--- src/rtl/sar_adc_pkg.sv ---
// Behaviour
// Control bits 7-5 pick one of eight analog inputs for the converter.
// Each conversion presets the 10-bit approximation register to 200h, then refines.
// Writing one to control bit 0 launches a conversion on the selected channel.
// Control bit 3 sets on completion and acts as interrupt pending flag.
// Result: upper eight bits in high register, lower two in low register.
// With control bit 4 set, completion raises an interrupt request.
// After completion the sequencer idles until started again.
// Each new result overwrites the old; software reads it first.
// Control bits 2-1 select the converter clock as a system clock division.
// Ten start-up clocks plus four per bit give fifty converter clocks.
// Speed 01 makes one converter clock last four system clocks.
// Only one channel is converted per conversion, held throughout.
// First trial compares against half scale, later trials use next levels.
// Software writes the channel before the conversion begins.
// Software sets shared analog pins to input mode before converting.
// At slowest speed software idles one instruction after writing start.
// Completion flag holds until software writes zero to control bit 3.
// The start bit clears itself once the conversion is accepted.
// Speed 00 selects a converter clock of system clock divided by eight.
package sar_adc_pkg;

  localparam int unsigned DATA_W   = 8;
  localparam int unsigned RESULT_W = 10;
  localparam int unsigned CHAN_W   = 3;
  localparam int unsigned COUNT_W  = 6;
  localparam int unsigned IRQ_W    = 2;

  // Register offsets
  localparam logic [7:0] ADDR_CONTROL     = 8'hfa;
  localparam logic [7:0] ADDR_RESULT_HIGH = 8'hfb;
  localparam logic [7:0] ADDR_RESULT_LOW  = 8'hfc;
  localparam logic [7:0] ADDR_IRQ_STATUS  = 8'hf0;
  localparam logic [7:0] ADDR_IRQ_CLEAR   = 8'hf1;
  localparam logic [7:0] ADDR_IRQ_ENABLE  = 8'hf2;

  // Control register fields
  localparam int unsigned CTRL_START_BIT = 0;
  localparam int unsigned CTRL_SPEED_LO  = 1;
  localparam int unsigned CTRL_SPEED_HI  = 2;
  localparam int unsigned CTRL_EOC_BIT   = 3;
  localparam int unsigned CTRL_IE_BIT    = 4;
  localparam int unsigned CTRL_CHAN_LO   = 5;
  localparam int unsigned CTRL_CHAN_HI   = 7;

  // Interrupt status fields
  localparam int unsigned IRQ_DONE_BIT      = 0;
  localparam int unsigned IRQ_OVERWRITE_BIT = 1;

  // Reset values and the conversion preset
  localparam logic [DATA_W-1:0]   DATA_RESET = 8'h00;
  localparam logic [RESULT_W-1:0] SAR_PRESET = 10'h200;
  localparam logic [RESULT_W-1:0] SAR_RESET  = 10'h000;
  localparam logic [IRQ_W-1:0]    IRQ_RESET  = 2'h0;

  // Sequencer counts in converter clocks
  localparam logic [COUNT_W-1:0] STARTUP_CLOCKS = 6'h0a;
  localparam logic [COUNT_W-1:0] CLOCKS_PER_BIT = 6'h04;
  localparam logic [3:0]         MSB_INDEX      = 4'h9;

  // System clocks per converter clock for each speed code
  localparam logic [COUNT_W-1:0] DIV_SPEED_00 = 6'h08;
  localparam logic [COUNT_W-1:0] DIV_SPEED_01 = 6'h04;
  localparam logic [COUNT_W-1:0] DIV_SPEED_10 = 6'h10;
  localparam logic [COUNT_W-1:0] DIV_SPEED_11 = 6'h20;

  typedef logic [1:0] speed_type;

  typedef enum logic [1:0] {
    SEQ_IDLE,
    SEQ_STARTUP,
    SEQ_TRIAL
  } seq_state_type;

endpackage

--- src/rtl/conv_clock_if.sv ---
`timescale 1ns/1ns
interface conv_clock_if import sar_adc_pkg::*; ();
  logic      run;
  speed_type speed;
  logic      tick;

  modport sequencer (
    output run,
    output speed,
    input  tick
  );

  modport divider (
    input  run,
    input  speed,
    output tick
  );
endinterface

--- src/rtl/conv_clock_divider.sv ---
`timescale 1ns/1ns
module conv_clock_divider import sar_adc_pkg::*; (
  // Clock and reset
  input wire logic     clk,
  input wire logic     rst_n,
  // Converter clock control
  conv_clock_if.divider clk_if
);

  logic [COUNT_W-1:0] count_reg;
  logic [COUNT_W-1:0] count_next;
  logic               tick_reg;
  logic               tick_next;
  logic [COUNT_W-1:0] divisor;
  logic               wrap;

  // Converter clock period
  always_comb begin
    unique case (clk_if.speed)
      // speed 00 divides by eight
      2'b00: divisor = DIV_SPEED_00;
      // speed 01 divides by four
      2'b01: divisor = DIV_SPEED_01;
      2'b10: divisor = DIV_SPEED_10;
      2'b11: divisor = DIV_SPEED_11;
    endcase
  end

  // divided converter clock enable
  assign wrap       = (count_reg == divisor - 6'h01);
  assign count_next = (!clk_if.run || wrap) ? '0 : count_reg + 6'h01;
  assign tick_next  = clk_if.run && wrap;

  always_ff @(posedge clk) begin
    if (!rst_n) begin
      count_reg <= '0;
      tick_reg  <= 1'b0;
    end else begin
      count_reg <= count_next;
      tick_reg  <= tick_next;
    end
  end

  assign clk_if.tick = tick_reg;

endmodule

--- src/rtl/sar_adc_sequencer.sv ---
// Added by the designer: the plain strobed port.
`timescale 1ns/1ns
module sar_adc_sequencer import sar_adc_pkg::*; (
  // Clock and reset
  input  wire logic                clk,
  input  wire logic                rst_n,
  // Register port
  input  wire logic [7:0]          reg_addr,
  input  wire logic [DATA_W-1:0]   reg_wdata,
  input  wire logic                reg_wr,
  input  wire logic                reg_rd,
  output logic      [DATA_W-1:0]   reg_rdata,
  // Analog front end
  output logic      [CHAN_W-1:0]   channel_sel,
  output logic      [RESULT_W-1:0] trial_level,
  output logic                     convert_active,
  input  wire logic                comparator_in,
  // Interrupt
  output logic                     irq
);

  function automatic logic addr_hit(input logic [7:0] addr, input logic [7:0] target);
    addr_hit = (addr == target);
  endfunction

  function automatic logic [RESULT_W-1:0] bit_mask(input logic [3:0] idx);
    logic [RESULT_W-1:0] m;
    m      = '0;
    m[idx] = 1'b1;
    bit_mask = m;
  endfunction

  conv_clock_if clk_if ();

  conv_clock_divider divider_inst (
    .clk    (clk),
    .rst_n  (rst_n),
    .clk_if (clk_if)
  );

  // Control register state
  logic [CHAN_W-1:0]   chan_reg;
  logic [CHAN_W-1:0]   chan_next;
  logic                ie_reg;
  logic                ie_next;
  logic                eoc_reg;
  logic                eoc_next;
  speed_type           speed_reg;
  speed_type           speed_next;
  logic                start_reg;
  logic                start_next;

  // Sequencer state
  seq_state_type       state_reg;
  seq_state_type       state_next;
  logic [COUNT_W-1:0]  step_reg;
  logic [COUNT_W-1:0]  step_next;
  logic [3:0]          bit_reg;
  logic [3:0]          bit_next;
  logic [RESULT_W-1:0] sar_reg;
  logic [RESULT_W-1:0] sar_next;
  logic [CHAN_W-1:0]   active_chan_reg;
  logic [CHAN_W-1:0]   active_chan_next;
  speed_type           active_speed_reg;
  speed_type           active_speed_next;
  logic                busy_reg;
  logic                busy_next;

  // Results
  logic [RESULT_W-1:0] result_reg;
  logic [RESULT_W-1:0] result_next;

  // Interrupt block
  logic [IRQ_W-1:0]    status_reg;
  logic [IRQ_W-1:0]    status_next;
  logic [IRQ_W-1:0]    enable_reg;
  logic [IRQ_W-1:0]    enable_next;
  logic                irq_reg;
  logic                irq_next;

  // Bus read data
  logic [DATA_W-1:0]   rdata_reg;
  logic [DATA_W-1:0]   rdata_next;
  logic [DATA_W-1:0]   read_mux;

  // Comparator synchroniser
  logic                cmp_meta_reg;
  logic                cmp_sync_reg;

  // Decode nets
  logic                wr_control;
  logic                wr_clear;
  logic                wr_enable;
  logic                rd_control;
  logic                rd_high;
  logic                rd_low;
  logic                rd_status;
  logic                rd_enable;
  logic                is_idle;
  logic                tick;
  logic                startup_end;
  logic                bit_end;
  logic                last_bit;
  logic                accept;
  logic                comparator_keep;
  logic [3:0]          lower_bit;
  logic [RESULT_W-1:0] decided;
  logic [RESULT_W-1:0] next_try;
  logic                trial_done;
  logic                conv_done;
  logic                overwrite;
  logic [IRQ_W-1:0]    events;

  // Address decode
  assign wr_control = reg_wr && addr_hit(reg_addr, ADDR_CONTROL);
  assign wr_clear   = reg_wr && addr_hit(reg_addr, ADDR_IRQ_CLEAR);
  assign wr_enable  = reg_wr && addr_hit(reg_addr, ADDR_IRQ_ENABLE);
  assign rd_control = addr_hit(reg_addr, ADDR_CONTROL);
  assign rd_high    = addr_hit(reg_addr, ADDR_RESULT_HIGH);
  assign rd_low     = addr_hit(reg_addr, ADDR_RESULT_LOW);
  assign rd_status  = addr_hit(reg_addr, ADDR_IRQ_STATUS);
  assign rd_enable  = addr_hit(reg_addr, ADDR_IRQ_ENABLE);

  // Sequencer decode
  assign is_idle     = (state_reg == SEQ_IDLE);
  assign tick        = clk_if.tick;
  assign startup_end = (step_reg == STARTUP_CLOCKS - 6'h01);
  assign bit_end     = (step_reg == CLOCKS_PER_BIT - 6'h01);
  assign last_bit    = (bit_reg == 4'h0);

  // start bit launches from idle
  assign accept = start_reg && is_idle;

  // keep trial bit when input is at or above the level
  assign comparator_keep = cmp_sync_reg;
  assign decided         = comparator_keep ? sar_reg : (sar_reg & ~bit_mask(bit_reg));
  // Index held in range on the last bit, where the next trial is unused
  assign lower_bit       = last_bit ? 4'h0 : bit_reg - 4'h1;
  assign next_try        = decided | bit_mask(lower_bit);

  assign trial_done = (state_reg == SEQ_TRIAL) && tick && bit_end;
  assign conv_done  = trial_done && last_bit;

  // unread previous result gets replaced
  assign overwrite = conv_done && eoc_reg;

  assign events = {overwrite, conv_done};

  // channel field, free to change at any time
  assign chan_next = wr_control ? reg_wdata[CTRL_CHAN_HI:CTRL_CHAN_LO] : chan_reg;

  assign ie_next = wr_control ? reg_wdata[CTRL_IE_BIT] : ie_reg;

  // speed field
  assign speed_next = wr_control ? speed_type'(reg_wdata[CTRL_SPEED_HI:CTRL_SPEED_LO])
                                 : speed_reg;

  // start clears on acceptance; writes while busy are dropped
  assign start_next = accept ? 1'b0
                    : (wr_control && reg_wdata[CTRL_START_BIT] && is_idle) ? 1'b1
                    : start_reg;

  // completion sets, only a written zero clears; set wins
  assign eoc_next = conv_done ? 1'b1
                  : (wr_control && !reg_wdata[CTRL_EOC_BIT]) ? 1'b0
                  : eoc_reg;

  // Sequencer next state
  always_comb begin
    state_next        = state_reg;
    step_next         = step_reg;
    bit_next          = bit_reg;
    sar_next          = sar_reg;
    active_chan_next  = active_chan_reg;
    active_speed_next = active_speed_reg;
    result_next       = result_reg;
    unique case (state_reg)
      SEQ_IDLE: begin
        if (accept) begin
          state_next        = SEQ_STARTUP;
          step_next         = '0;
          bit_next          = MSB_INDEX;
          // mid-scale preset
          sar_next          = SAR_PRESET;
          // one channel held for the whole conversion
          active_chan_next  = chan_reg;
          active_speed_next = speed_reg;
        end
      end
      SEQ_STARTUP: begin
        if (tick) begin
          // start-up clocks before the first trial
          if (startup_end) begin
            state_next = SEQ_TRIAL;
            step_next  = '0;
          end else begin
            step_next = step_reg + 6'h01;
          end
        end
      end
      SEQ_TRIAL: begin
        if (tick) begin
          // four converter clocks per bit
          if (!bit_end) begin
            step_next = step_reg + 6'h01;
          end else if (last_bit) begin
            sar_next    = decided;
            // result loaded on completion
            result_next = decided;
            // back to idle until restarted
            state_next  = SEQ_IDLE;
            step_next   = '0;
          end else begin
            // refine one bit per step
            sar_next  = next_try;
            bit_next  = bit_reg - 4'h1;
            step_next = '0;
          end
        end
      end
      default: begin
        state_next = SEQ_IDLE;
      end
    endcase
  end

  assign busy_next = (state_next != SEQ_IDLE);

  // Divider runs only during a conversion so each one starts phase aligned
  assign clk_if.run   = !is_idle;
  assign clk_if.speed = active_speed_reg;

  // Sticky status, clear by writing ones; a new event beats the clear
  assign status_next = (status_reg & ~(wr_clear ? reg_wdata[IRQ_W-1:0] : IRQ_RESET)) | events;
  assign enable_next = wr_enable ? reg_wdata[IRQ_W-1:0] : enable_reg;

  // request while pending and enabled
  assign irq_next = (ie_reg && eoc_reg) || (|(status_reg & enable_reg));

  // Read data, valid only in the cycle after the strobe
  always_comb begin
    read_mux = DATA_RESET;
    if (rd_control) begin
      read_mux = {chan_reg, ie_reg, eoc_reg, speed_reg, start_reg};
    end else if (rd_high) begin
      // upper eight result bits
      read_mux = result_reg[RESULT_W-1:RESULT_W-DATA_W];
    end else if (rd_low) begin
      // lower two result bits
      read_mux = {6'h00, result_reg[1:0]};
    end else if (rd_status) begin
      read_mux = {6'h00, status_reg};
    end else if (rd_enable) begin
      read_mux = {6'h00, enable_reg};
    end
  end

  assign rdata_next = reg_rd ? read_mux : DATA_RESET;

  // Comparator is asynchronous to clk; two stages eat two system
  // clocks of the settling time at the end of each bit
  always_ff @(posedge clk) begin
    if (!rst_n) begin
      cmp_meta_reg <= 1'b0;
      cmp_sync_reg <= 1'b0;
    end else begin
      cmp_meta_reg <= comparator_in;
      cmp_sync_reg <= cmp_meta_reg;
    end
  end

  always_ff @(posedge clk) begin
    if (!rst_n) begin
      chan_reg  <= '0;
      ie_reg    <= 1'b0;
      eoc_reg   <= 1'b0;
      speed_reg <= '0;
      start_reg <= 1'b0;
    end else begin
      chan_reg  <= chan_next;
      ie_reg    <= ie_next;
      eoc_reg   <= eoc_next;
      speed_reg <= speed_next;
      start_reg <= start_next;
    end
  end

  always_ff @(posedge clk) begin
    if (!rst_n) begin
      state_reg        <= SEQ_IDLE;
      step_reg         <= '0;
      bit_reg          <= '0;
      sar_reg          <= SAR_RESET;
      active_chan_reg  <= '0;
      active_speed_reg <= '0;
      busy_reg         <= 1'b0;
    end else begin
      state_reg        <= state_next;
      step_reg         <= step_next;
      bit_reg          <= bit_next;
      sar_reg          <= sar_next;
      active_chan_reg  <= active_chan_next;
      active_speed_reg <= active_speed_next;
      busy_reg         <= busy_next;
    end
  end

  // Result holds until the next completion replaces it
  always_ff @(posedge clk) begin
    if (!rst_n) begin
      result_reg <= SAR_RESET;
    end else begin
      result_reg <= result_next;
    end
  end

  // Status, enable and request flops
  always_ff @(posedge clk) begin
    if (!rst_n) begin
      status_reg <= IRQ_RESET;
      enable_reg <= IRQ_RESET;
      irq_reg    <= 1'b0;
    end else begin
      status_reg <= status_next;
      enable_reg <= enable_next;
      irq_reg    <= irq_next;
    end
  end

  // Read data falls back to zero after its one cycle
  always_ff @(posedge clk) begin
    if (!rst_n) begin
      rdata_reg <= DATA_RESET;
    end else begin
      rdata_reg <= rdata_next;
    end
  end

  // routed channel comes from the latched copy
  assign channel_sel    = active_chan_reg;
  // ladder level follows the trial register
  assign trial_level    = sar_reg;
  assign convert_active = busy_reg;
  assign irq            = irq_reg;
  assign reg_rdata      = rdata_reg;

endmodule

--- config.mk ---
export PLATFORM = sky130hd
export DESIGN_NAME = sar_adc_sequencer
export DESIGN_NICKNAME = d
export VERILOG_FILES = /design/src/rtl/sar_adc_pkg.sv /design/src/rtl/conv_clock_if.sv /design/src/rtl/conv_clock_divider.sv /design/src/rtl/sar_adc_sequencer.sv
export SDC_FILE = /design/constraint.sdc
export NUM_CORES = 1
export LEC_CHECK = 0
export ABC_AREA = 0
export ABC_CLOCK_PERIOD_IN_PS = 2810
export BUFFER_PORTS_ARGS = -buffer_cell sky130_fd_sc_hd__buf_2
export CAP_MARGIN = 10
export CORE_MARGIN = 1.5
export CORE_UTILIZATION = 45
export CTS_CLUSTER_DIAMETER = 100
export DETAILED_ROUTE_END_ITERATION = 10
export MAX_ROUTING_LAYER = met4
export SYNTH_ARGS = -nofsm -noshare
export SYNTH_HDL_FRONTEND = slang
export SYNTH_SLANG_ARGS = --single-unit
--- constraint.sdc ---
create_clock -name clk -period 2.81 [get_ports clk]
set_clock_uncertainty 0.05 [all_clocks]
set_input_delay 0.7025 -clock clk [delete_from_list [all_inputs] [get_ports clk]]
set_output_delay 0.7025 -clock clk [all_outputs]
set_load 0.005 [all_outputs]
; ---- Yosys cells after proc, flatten, opt, wreduce, memory -nomap -nowiden
; Cells that the tools add are included.
[word_totals]
out_inout_bits = 23
latch_bits = 0
mem_count = 0
rom_bits = 0
register_bits = 68
inputBits = 21
ramBits = 0
[op_classes]
div_mod_pow = 0
reduce_logical = 35
bitwise_logic = 8
shifts = 0
order_cmp = 4
mul = 0
n_mux = 38
addsub = 4
n_eq_ne = 19
[op_table]
columns = operator, n
row1 = 2-to-1 mux 10 bit, 5
row2 = "equality test 8 bit, second input constant", 6
row3 = 2-to-1 mux 6 bit, 5
row4 = one-hot mux 6 bit (4 select lines), 1
row5 = 2-to-1 mux 2 bit, 10
row6 = 2-to-1 mux 4 bit, 5
row7 = one-hot mux 10 bit (2 select lines), 1
row8 = one-hot mux 6 bit (3 select lines), 1
row9 = 2-to-1 mux 8 bit, 2
row10 = logical AND 1 bit, 15
row11 = "adder 6 x 1 -> 6 bit, second input constant", 2
row12 = AND reduction 4 bit, 3
row13 = AND 10 bit, 1
row14 = "less-than comparator 4 x 5 -> 1 bit, second input constant", 2
row15 = inverter 10 bit, 1
row16 = bitwise OR 10 bit, 1
row17 = demux 1 bit (select 4 bit), 2
row18 = ">= comparator 4 x 1 -> 1 bit, second input constant", 2
row19 = one-hot mux 4 bit (2 select lines), 1
row20 = "equality test 2 bit, second input constant", 3
row21 = "equality test 6 x 2 -> 1 bit, second input constant", 1
row22 = "equality test 6 x 4 -> 1 bit, second input constant", 1
row23 = equality test 6 bit, 1
row24 = "inequality test 2 x 1 -> 1 bit, second input constant", 3
row25 = 19 further kinds, 33

; ---- Depth between registers and ports, before layout
; Gate-level depths: netlist (run 1).
[depth]
depth_word = 12
depth_mapped = 9

; ---- Hierarchy
; A second synthesis (run 1) with hierarchy kept.
[unflattened]
cells_unflattened = 403
area_unflattened_um2 = 3488.3
[modules_own_cells]
columns = mod, n_inst, cells_per_inst, area_each_um2, seq_area_each_um2
row1 = sar_adc_sequencer, 1, 369, 3124.2, 1221.2
row2 = conv_clock_divider, 1, 34, 364.1, 140.1

; ---- Worst setup path after synthesis (run 1)
; No wires, ideal clock.
[synth_timing]
path_type = flip-flop to flip-flop
startpoint = reg bit_reg[0]
endpoint = reg result_reg[0]
arrival_time_ps = 1894
t_required_ps = 2684
path_stages_with_launch = 9
period_less_slack_ps = 2020
path_buffers = 1
path_slack_ps = 790
cell_sequence = dfxtp_1 clkbuf_1 inv_1 ha_1 nor3b_1 nand3_1 nor2_2 o311ai_0 a21boi_0
[synth_via]
elab_chain_cells = 7
word_cells_on_any_way = 10
classes_between = 2 x order compare / 3 x mux / 2 x bitwise / 3 x reduce/logical
[synth_rtl]
columns = item, line
row1 = "start, declared", sar_adc_sequencer.sv:58  ; logic [3:0] bit_reg;
row2 = "start signal, assigned", sar_adc_sequencer.sv:300  ; bit_reg <= bit_next;
row3 = less-than comparator 4 x 5 -> 1 bit (implied by the code) or >= comparator 4 x 1 -> 1 bit (tied branches), sar_adc_sequencer.sv:29  ; m[idx] = 1'b1;
row4 = logical AND 1 bit (implied by the code), sar_adc_sequencer.sv:29
row5 = 2-to-1 mux 1 bit (implied by the code), sar_adc_sequencer.sv:29
row6 = demux 1 bit (select 4 bit), sar_adc_sequencer.sv:29
row7 = inverter 10 bit, sar_adc_sequencer.sv:136  ; assign decided = comparator_keep ? sar_reg : (sar_reg & ~bit_mask(bit_reg));
row8 = AND 10 bit, sar_adc_sequencer.sv:136
row9 = 2-to-1 mux 10 bit, sar_adc_sequencer.sv:136
row10 = "end signal, assigned", sar_adc_sequencer.sv:313  ; result_reg <= result_next;
row11 = "end, declared", sar_adc_sequencer.sv:70  ; logic [RESULT_W-1:0] result_reg;
; Parallel ways exist; a longest one is shown, timed or not.
; A chain may end at the register's enable or synchronous reset.

; ---- Worst setup path in the final report (run 1)
[layout_timing]
startpoint = reg state_reg[0]
endpoint = reg sar_reg[0], in the netlist trial_level[0]
[layout_via]
elab_chain_cells = 4
word_cells_on_any_way = 9
classes_between = 4 x eq/ne / 1 x mux / 4 x reduce/logical
[layout_rtl]
columns = item, line
row1 = "start, declared", sar_adc_sequencer.sv:54  ; seq_state_type state_reg;
row2 = "start signal, assigned", sar_adc_sequencer.sv:298  ; state_reg <= state_next;
row3 = zero test 2 bit, "sar_adc_sequencer.sv:125, sar_adc_sequencer.sv:177"
row4 = logical AND 1 bit, sar_adc_sequencer.sv:132  ; assign accept = start_reg && is_idle;
row5 = inequality test 2 x 1 -> 1 bit (no source line), n/a
row6 = AND reduction 4 bit (no source line), n/a
row7 = "end signal, assigned", sar_adc_sequencer.sv:301  ; sar_reg <= sar_next;
row8 = "end, declared", sar_adc_sequencer.sv:60  ; logic [RESULT_W-1:0] sar_reg;
; Parallel ways exist; a longest one is shown, timed or not.

==> flow_metrics.tcl, run 1 <==
set metrics [dict create \
    outcome "finished, final reports clean" \
    setup.worst_path.class "flip-flop to flip-flop" \
    critPathLaunch "state_reg[0]" \
    max-vdd-ir-drop_mv 0.304 \
    use_met3_pct 5.58 \
    cts_made_buffers 9 \
    fin_ws_ps 527 \
    drcViolationCount 0 \
    drive_gt1_share_pct 16.7 \
    syn_area_um2 3390 \
    area_growth_pct 16.1 \
    num_io_pins 44 \
    worst_r2r_endpoint "trial_level[0]" \
    max_freq_mhz 438 \
    reg2reg_depth 7 \
    die_y_um 89.8 \
    syn-num-nets 422 \
    portBuffers 43 \
    wl_per_cell_um 14.4 \
    finalHoldViolations 0 \
    root_buffer "clkbuf_8" \
    power_density_nw_per_um2 483 \
    crit_end "trial_level[0]" \
    cts_sinks 68 \
    final_cell_mix "68 x dfxtp_1, 43 x buf_2, 37 x nand2_1, 27 x nor2_1" \
    grt.busiest_layer "met2" \
    relSlewSlack_pct 60.4 \
    postCtsSetupBuffers 0 \
    synth-compound-area-share_pct 18.6 \
    fin_nets 466 \
    rows 31 \
    synth_adder_area_share_pct 4.80 \
    ys_seq_area_share_pct 40.2 \
    initial_core_util_pct 46.7 \
    detail-route-antenna-nets 0 \
    die_x_um 89.8 \
    crit_arrival_ps 2450 \
    grt_pass1_vias 2712 \
    tritoncts "built" \
    wl_um 7720 \
    synth_top_family_by_area "simple AND/OR/NAND/NOR gates" \
    finalSetupViolations 0 \
    fin_setup_tns_ps 0 \
    antenna_found_initial 0 \
    synth_xor_area_share_pct 1.81 \
    grt_usage_pct 20.7 \
    cap_violations 0 \
    htreeDepth 3 \
    clock_tree.buffer_depth 2 \
    grt_start_max_net_pins 17 \
    drtIter0Drc 96 \
    n_fill_cell 712 \
    post_cts_resized 0 \
    synth-edff-count 0 \
    hold_class "flip-flop to flip-flop" \
    grt_use_met1_pct 27.8 \
    drtPass1Iterations 5 \
    synth_cell_types 55 \
    gr-total-overflow 0 \
    yosys_warnings 0 \
    rsz0062_at_grt "false" \
    async_flop_share_pct 0 \
    min_period_ps 2280 \
    n_antenna_cell 0 \
    core_um2 7250 \
    grt_pass1_wl_um 13300 \
    met2_usage_pct 30.4 \
    syn_inst 388 \
    synth_top_flop_cell "dfxtp_1" \
    clkTransAtPathRegs_ps 70 \
    synth-seq-cells 68 \
    slew_viol_final 0 \
    tightest_slew_ps 590 \
    reg2reg_from "state_reg[0]" \
    cts.hold.buffers_added 0 \
    final_common_cell "dfxtp_1" \
    place_ws_ps 570 \
    syn_avg_cell_area_um2 8.73 \
    gp_congestion 0.880 \
    synthMuxAreaShare_pct 5.35 \
    die_area_um2 8060 \
    num_vias 2882 \
    cp-start-kind "flip-flop" \
    viasPerCell 5.39 \
    r2r_slack_ps 530 \
    worstPathMaxFanout 8 \
    synth-simple-area-share_pct 25.9 \
    clk_latency_ps 340 \
    dp_hpwl_um 5600 \
    p_leak_nw 1.57 \
    placedCellCount 520 \
    finalCritPeriodShare_pct 81.2 \
    finalNonFillerCells 535 \
    endpoint_kind "flip-flop" \
    worstPathRequired_ps 2980 \
]
[metrics by stage]
| step | total power, mW | cell area (um2) | hold slack, ps | util [%] |
|---|---|---|---|---|
| after global placement | 1.05 | 3720 | 364 | 51.3 |
| after global routing | 1.98 | 3940 | 404 | 54.3 |
| after detailed placement | 1.05 | 3720 | 375 | 51.3 |
| after CTS | 1.93 | 3940 | 393 | 54.3 |
| after floorplan | 1.02 | 3390 | 362 | - |
| final | 1.90 | 3940 | 387 | 54.3 |
[cells by family after synthesis]
| logic type | count (synthesis) |
|---|---|
| AND/OR/NAND/NOR | 163 |
| AO/OA/AOI/OAI | 89 |
| flip-flops | 68 |
| buffers and inverters | 30 |
| multiplexers | 18 |
| adder cells (fa/ha/maj) | 13 |
| XOR/XNOR | 7 |
[worst min-delay path by stage]
stage / startpoint / to / slack (ps) / cells after the start
after detailed placement: cmp_meta_reg / cmp_sync_reg / 370 / 1
after CTS: cmp_meta_reg / cmp_sync_reg / 390 / 1
after floorplan: cmp_meta_reg / cmp_sync_reg / 360 / 1
after global routing: cmp_meta_reg / cmp_sync_reg / 400 / 1
final: cmp_meta_reg / cmp_sync_reg / 390 / 1
after global placement: cmp_meta_reg / cmp_sync_reg / 360 / 1
[cell usage after synthesis, types with 7 or more instances]
cell type,count,area (um2)
dfxtp_1,68,1360
nand2_1,37,139
nor2_1,27,101
nand3_1,20,100
nor2b_1,20,125
o21ai_0,18,90.1
clkbuf_1,17,63.8
mux2i_1,17,170
a21boi_0,14,105
a21oi_1,13,65.1
ha_1,13,163
inv_1,12,45.0
nand2b_1,11,68.8
nor3_1,9,45.0
and2_1,7,43.8
and3_1,7,43.8
[layer usage]
metal  vias up  part of all wire [%]
met5         -                     0
met4         0                   1.1
met3        10                   4.3
met2        75                    45
met1      1320                    50
li1       1477                     -
[cell type report]
cell class	instances	area, um2	area share, %
Clock buffer	11	141	3.59
Timing Repair Buffer	51	275	7.00
Clock inverter	4	73.8	1.88
Multi-Input combinational cell	290	1910	48.6
Sequential cell	68	1360	34.6
Inverter	12	45.0	1.14
Tap cell	99	124	3.15
[critical path: stages (launching register included)]
cell	delay, ps
dfxtp_1	410
inv_1	110
ha_1	210
nor2b_1	200
nand4b_1	430
or3_1	490
o211ai_1	180
o31ai_1	90
[where the power goes]
part	total, mW	internal, mW	switching [mW]
sequential	0.965	0.965	0.000690
combinational	0.0610	0.0275	0.0336
clock	0.875	0.519	0.356
total	1.90	1.51	0.390
Power figures use the tool's default switching activity.
==> run 2: changes to the inputs <==
--- a/config.mk
+++ b/config.mk
@@ -6,7 +6,7 @@
 export NUM_CORES = 1
 export LEC_CHECK = 0
 export ABC_AREA = 0
-export ABC_CLOCK_PERIOD_IN_PS = 2810
+export ABC_CLOCK_PERIOD_IN_PS = 2400
 export BUFFER_PORTS_ARGS = -buffer_cell sky130_fd_sc_hd__buf_2
 export CAP_MARGIN = 10
 export CORE_MARGIN = 1.5
==> constraint.sdc (replaced) <==
create_clock -name clk -period 2.4 [get_ports clk]
set_clock_uncertainty 0.05 [all_clocks]
set_input_delay 0.6 -clock clk [delete_from_list [all_inputs] [get_ports clk]]
set_output_delay 0.6 -clock clk [all_outputs]
set_load 0.005 [all_outputs]
==> run 2 against run 1 <==
Sequential share of layout area shrank 0.52 points. Combinational power grew 15%. Critical path depth is the same. Register-to-register slack lost 250 ps. Wire length grew 0.23%. Global-route usage grew 0.45 points. Clock power grew 31%. Setup slack lost 250 ps. Design area grew 1.5%. Non-clock buffer count grew 4. Largest cell class unchanged. Largest power group is now the clock network.
==> flow_metrics.tcl, run 2 (same netlist as run 1, synthesis figures left out) <==
set metrics [dict create \
    outcome "finished, final reports clean" \
    rows 31 \
    antenna_found_initial 0 \
    grt_pass1_vias 2784 \
    root_buffer "clkbuf_8" \
    reg2reg_from "state_reg[0]" \
    cts_sinks 68 \
    tritoncts "built" \
    clk_latency_ps 350 \
    die_y_um 89.8 \
    cap_violations 0 \
    whs_path_depth 1 \
    cpPeakStageDelay_ps 460 \
    drive_gt1_share_pct 17.9 \
    final_common_cell "dfxtp_1" \
    min_period_ps 2120 \
    post_cts_resized 0 \
    relSlewSlack_pct 66.4 \
    grt_usage_pct 21.1 \
    die_x_um 89.8 \
    rsz0062_at_grt "false" \
    grt_start_max_net_pins 29 \
    worst_r2r_endpoint "trial_level[0]" \
    wl_um 7740 \
    die_area_um2 8060 \
    area_growth_pct 17.9 \
    min-delay-start "cmp_meta_reg" \
    clkTransAtPathRegs_ps 70 \
    postLayoutCellArea_um2 4000 \
    gp_congestion 0.898 \
    r2r_slack_ps 280 \
    n_fill_cell 681 \
    fin_setup_tns_ps 0 \
    finalSetupViolations 0 \
    placedCellCount 524 \
    cts.hold.buffers_added 0 \
    drcViolationCount 0 \
    cts_made_buffers 9 \
    finalHoldViolations 0 \
    fin_nets 470 \
    whs_endpoint "cmp_sync_reg" \
    core_um2 7250 \
    slew_viol_final 0 \
    max_freq_mhz 471 \
    reg2reg_depth 7 \
    worstPathRequired_ps 2590 \
    critPathTopFamily "simple AND/OR/NAND/NOR gates" \
    max-vdd-ir-drop_mv 0.293 \
    gr-total-overflow 0 \
    critPathSlowestCell "or3_1" \
    cp-start-kind "flip-flop" \
    n_antenna_cell 0 \
    crit_arrival_ps 2310 \
    place_area_um2 3750 \
    endpoint_kind "flip-flop" \
    dp_hpwl_um 5650 \
    setup.worst_path.class "flip-flop to flip-flop" \
    worstPathCellList "inv_1 -> ha_1 -> nor2b_1 -> nand4b_1 -> or3_1 -> o211ai_1 -> o31ai_1" \
    viasPerCell 5.35 \
    drtIter0Drc 145 \
    portBuffers 43 \
    finalCritPeriodShare_pct 88.4 \
    p_leak_nw 1.60 \
    hold_class "flip-flop to flip-flop" \
    num_io_pins 44 \
    postCtsSetupBuffers 0 \
    wl_per_cell_um 14.3 \
    num_vias 2888 \
    htreeDepth 3 \
    final_cell_mix "68 x dfxtp_1, 43 x buf_2, 37 x nand2_1, 27 x nor2_1" \
    finalNonFillerCells 540 \
    tightest_slew_ps 500 \
    initial_core_util_pct 46.7 \
    worstPathMaxFanout 5 \
    drtPass1Iterations 4 \
    grt_pass1_wl_um 13600 \
    path_buf_inv 1 \
    power_density_nw_per_um2 589 \
    detail-route-antenna-nets 0 \
    clock_tree.buffer_depth 2 \
]
run 2: changes by cell type in the layout (fill, tap and decap cells not counted), sizes merged:
cell    before  now
buf         51   55
bufinv       2    3
clkbuf      11   10
clkinv       2    3
run 2: final cells by class:
class                           count  area, um2  share of cell area (%)
Clock buffer                       10        128                    3.19
Tap cell                           99        124                    3.10
Clock inverter                      6        113                    2.82
Timing Repair Buffer               55        305                    7.64
Sequential cell                    68       1360                    34.1
Multi-Input combinational cell    290       1920                    48.0
Inverter                           12       45.0                    1.13
run 2: how the worst max path moves through the flow:
stage | from | end | slack, ps | depth (start not counted)
floorplan | bit_reg[0] | result_reg[0] | 380 | 8
global placement | bit_reg[1] | result_reg[2] | 180 | 7
detailed placement | bit_reg[1] | result_reg[0] | 70 | 7
CTS | bit_reg[1] | result_reg[0] | 6 | 7
global route | bit_reg[1] | result_reg[0] | 20 | 7
finish | state_reg[0] | trial_level[0] | 280 | 7
run 2: power breakdown:
part	internal (mW)	switching [mW]	total [mW]
Clock	0.692	0.459	1.15
Combinational	0.0312	0.0391	0.0704
Sequential	1.13	0.000771	1.13
run 2: per-layer routing:
metal	global-route usage, %	wire length [um]	vias to the layer above
li1	-	-	1480
met1	28.4	3840	1305
met2	30.2	3300	86
met3	4.06	413	17
met4	11.0	183	0
met5	-	0	-
run 2: per-stage QoR:
step	util, %	setup WS, ps	power, mW	hold slack, ps
finish	55.1	277	2.35	388
floorplan	-	380	1.19	362
detailed placement	51.7	69.0	1.23	372
global placement	51.7	176	1.23	366
CTS	55.0	5.51	2.37	387
global route	55.1	20.1	2.43	398
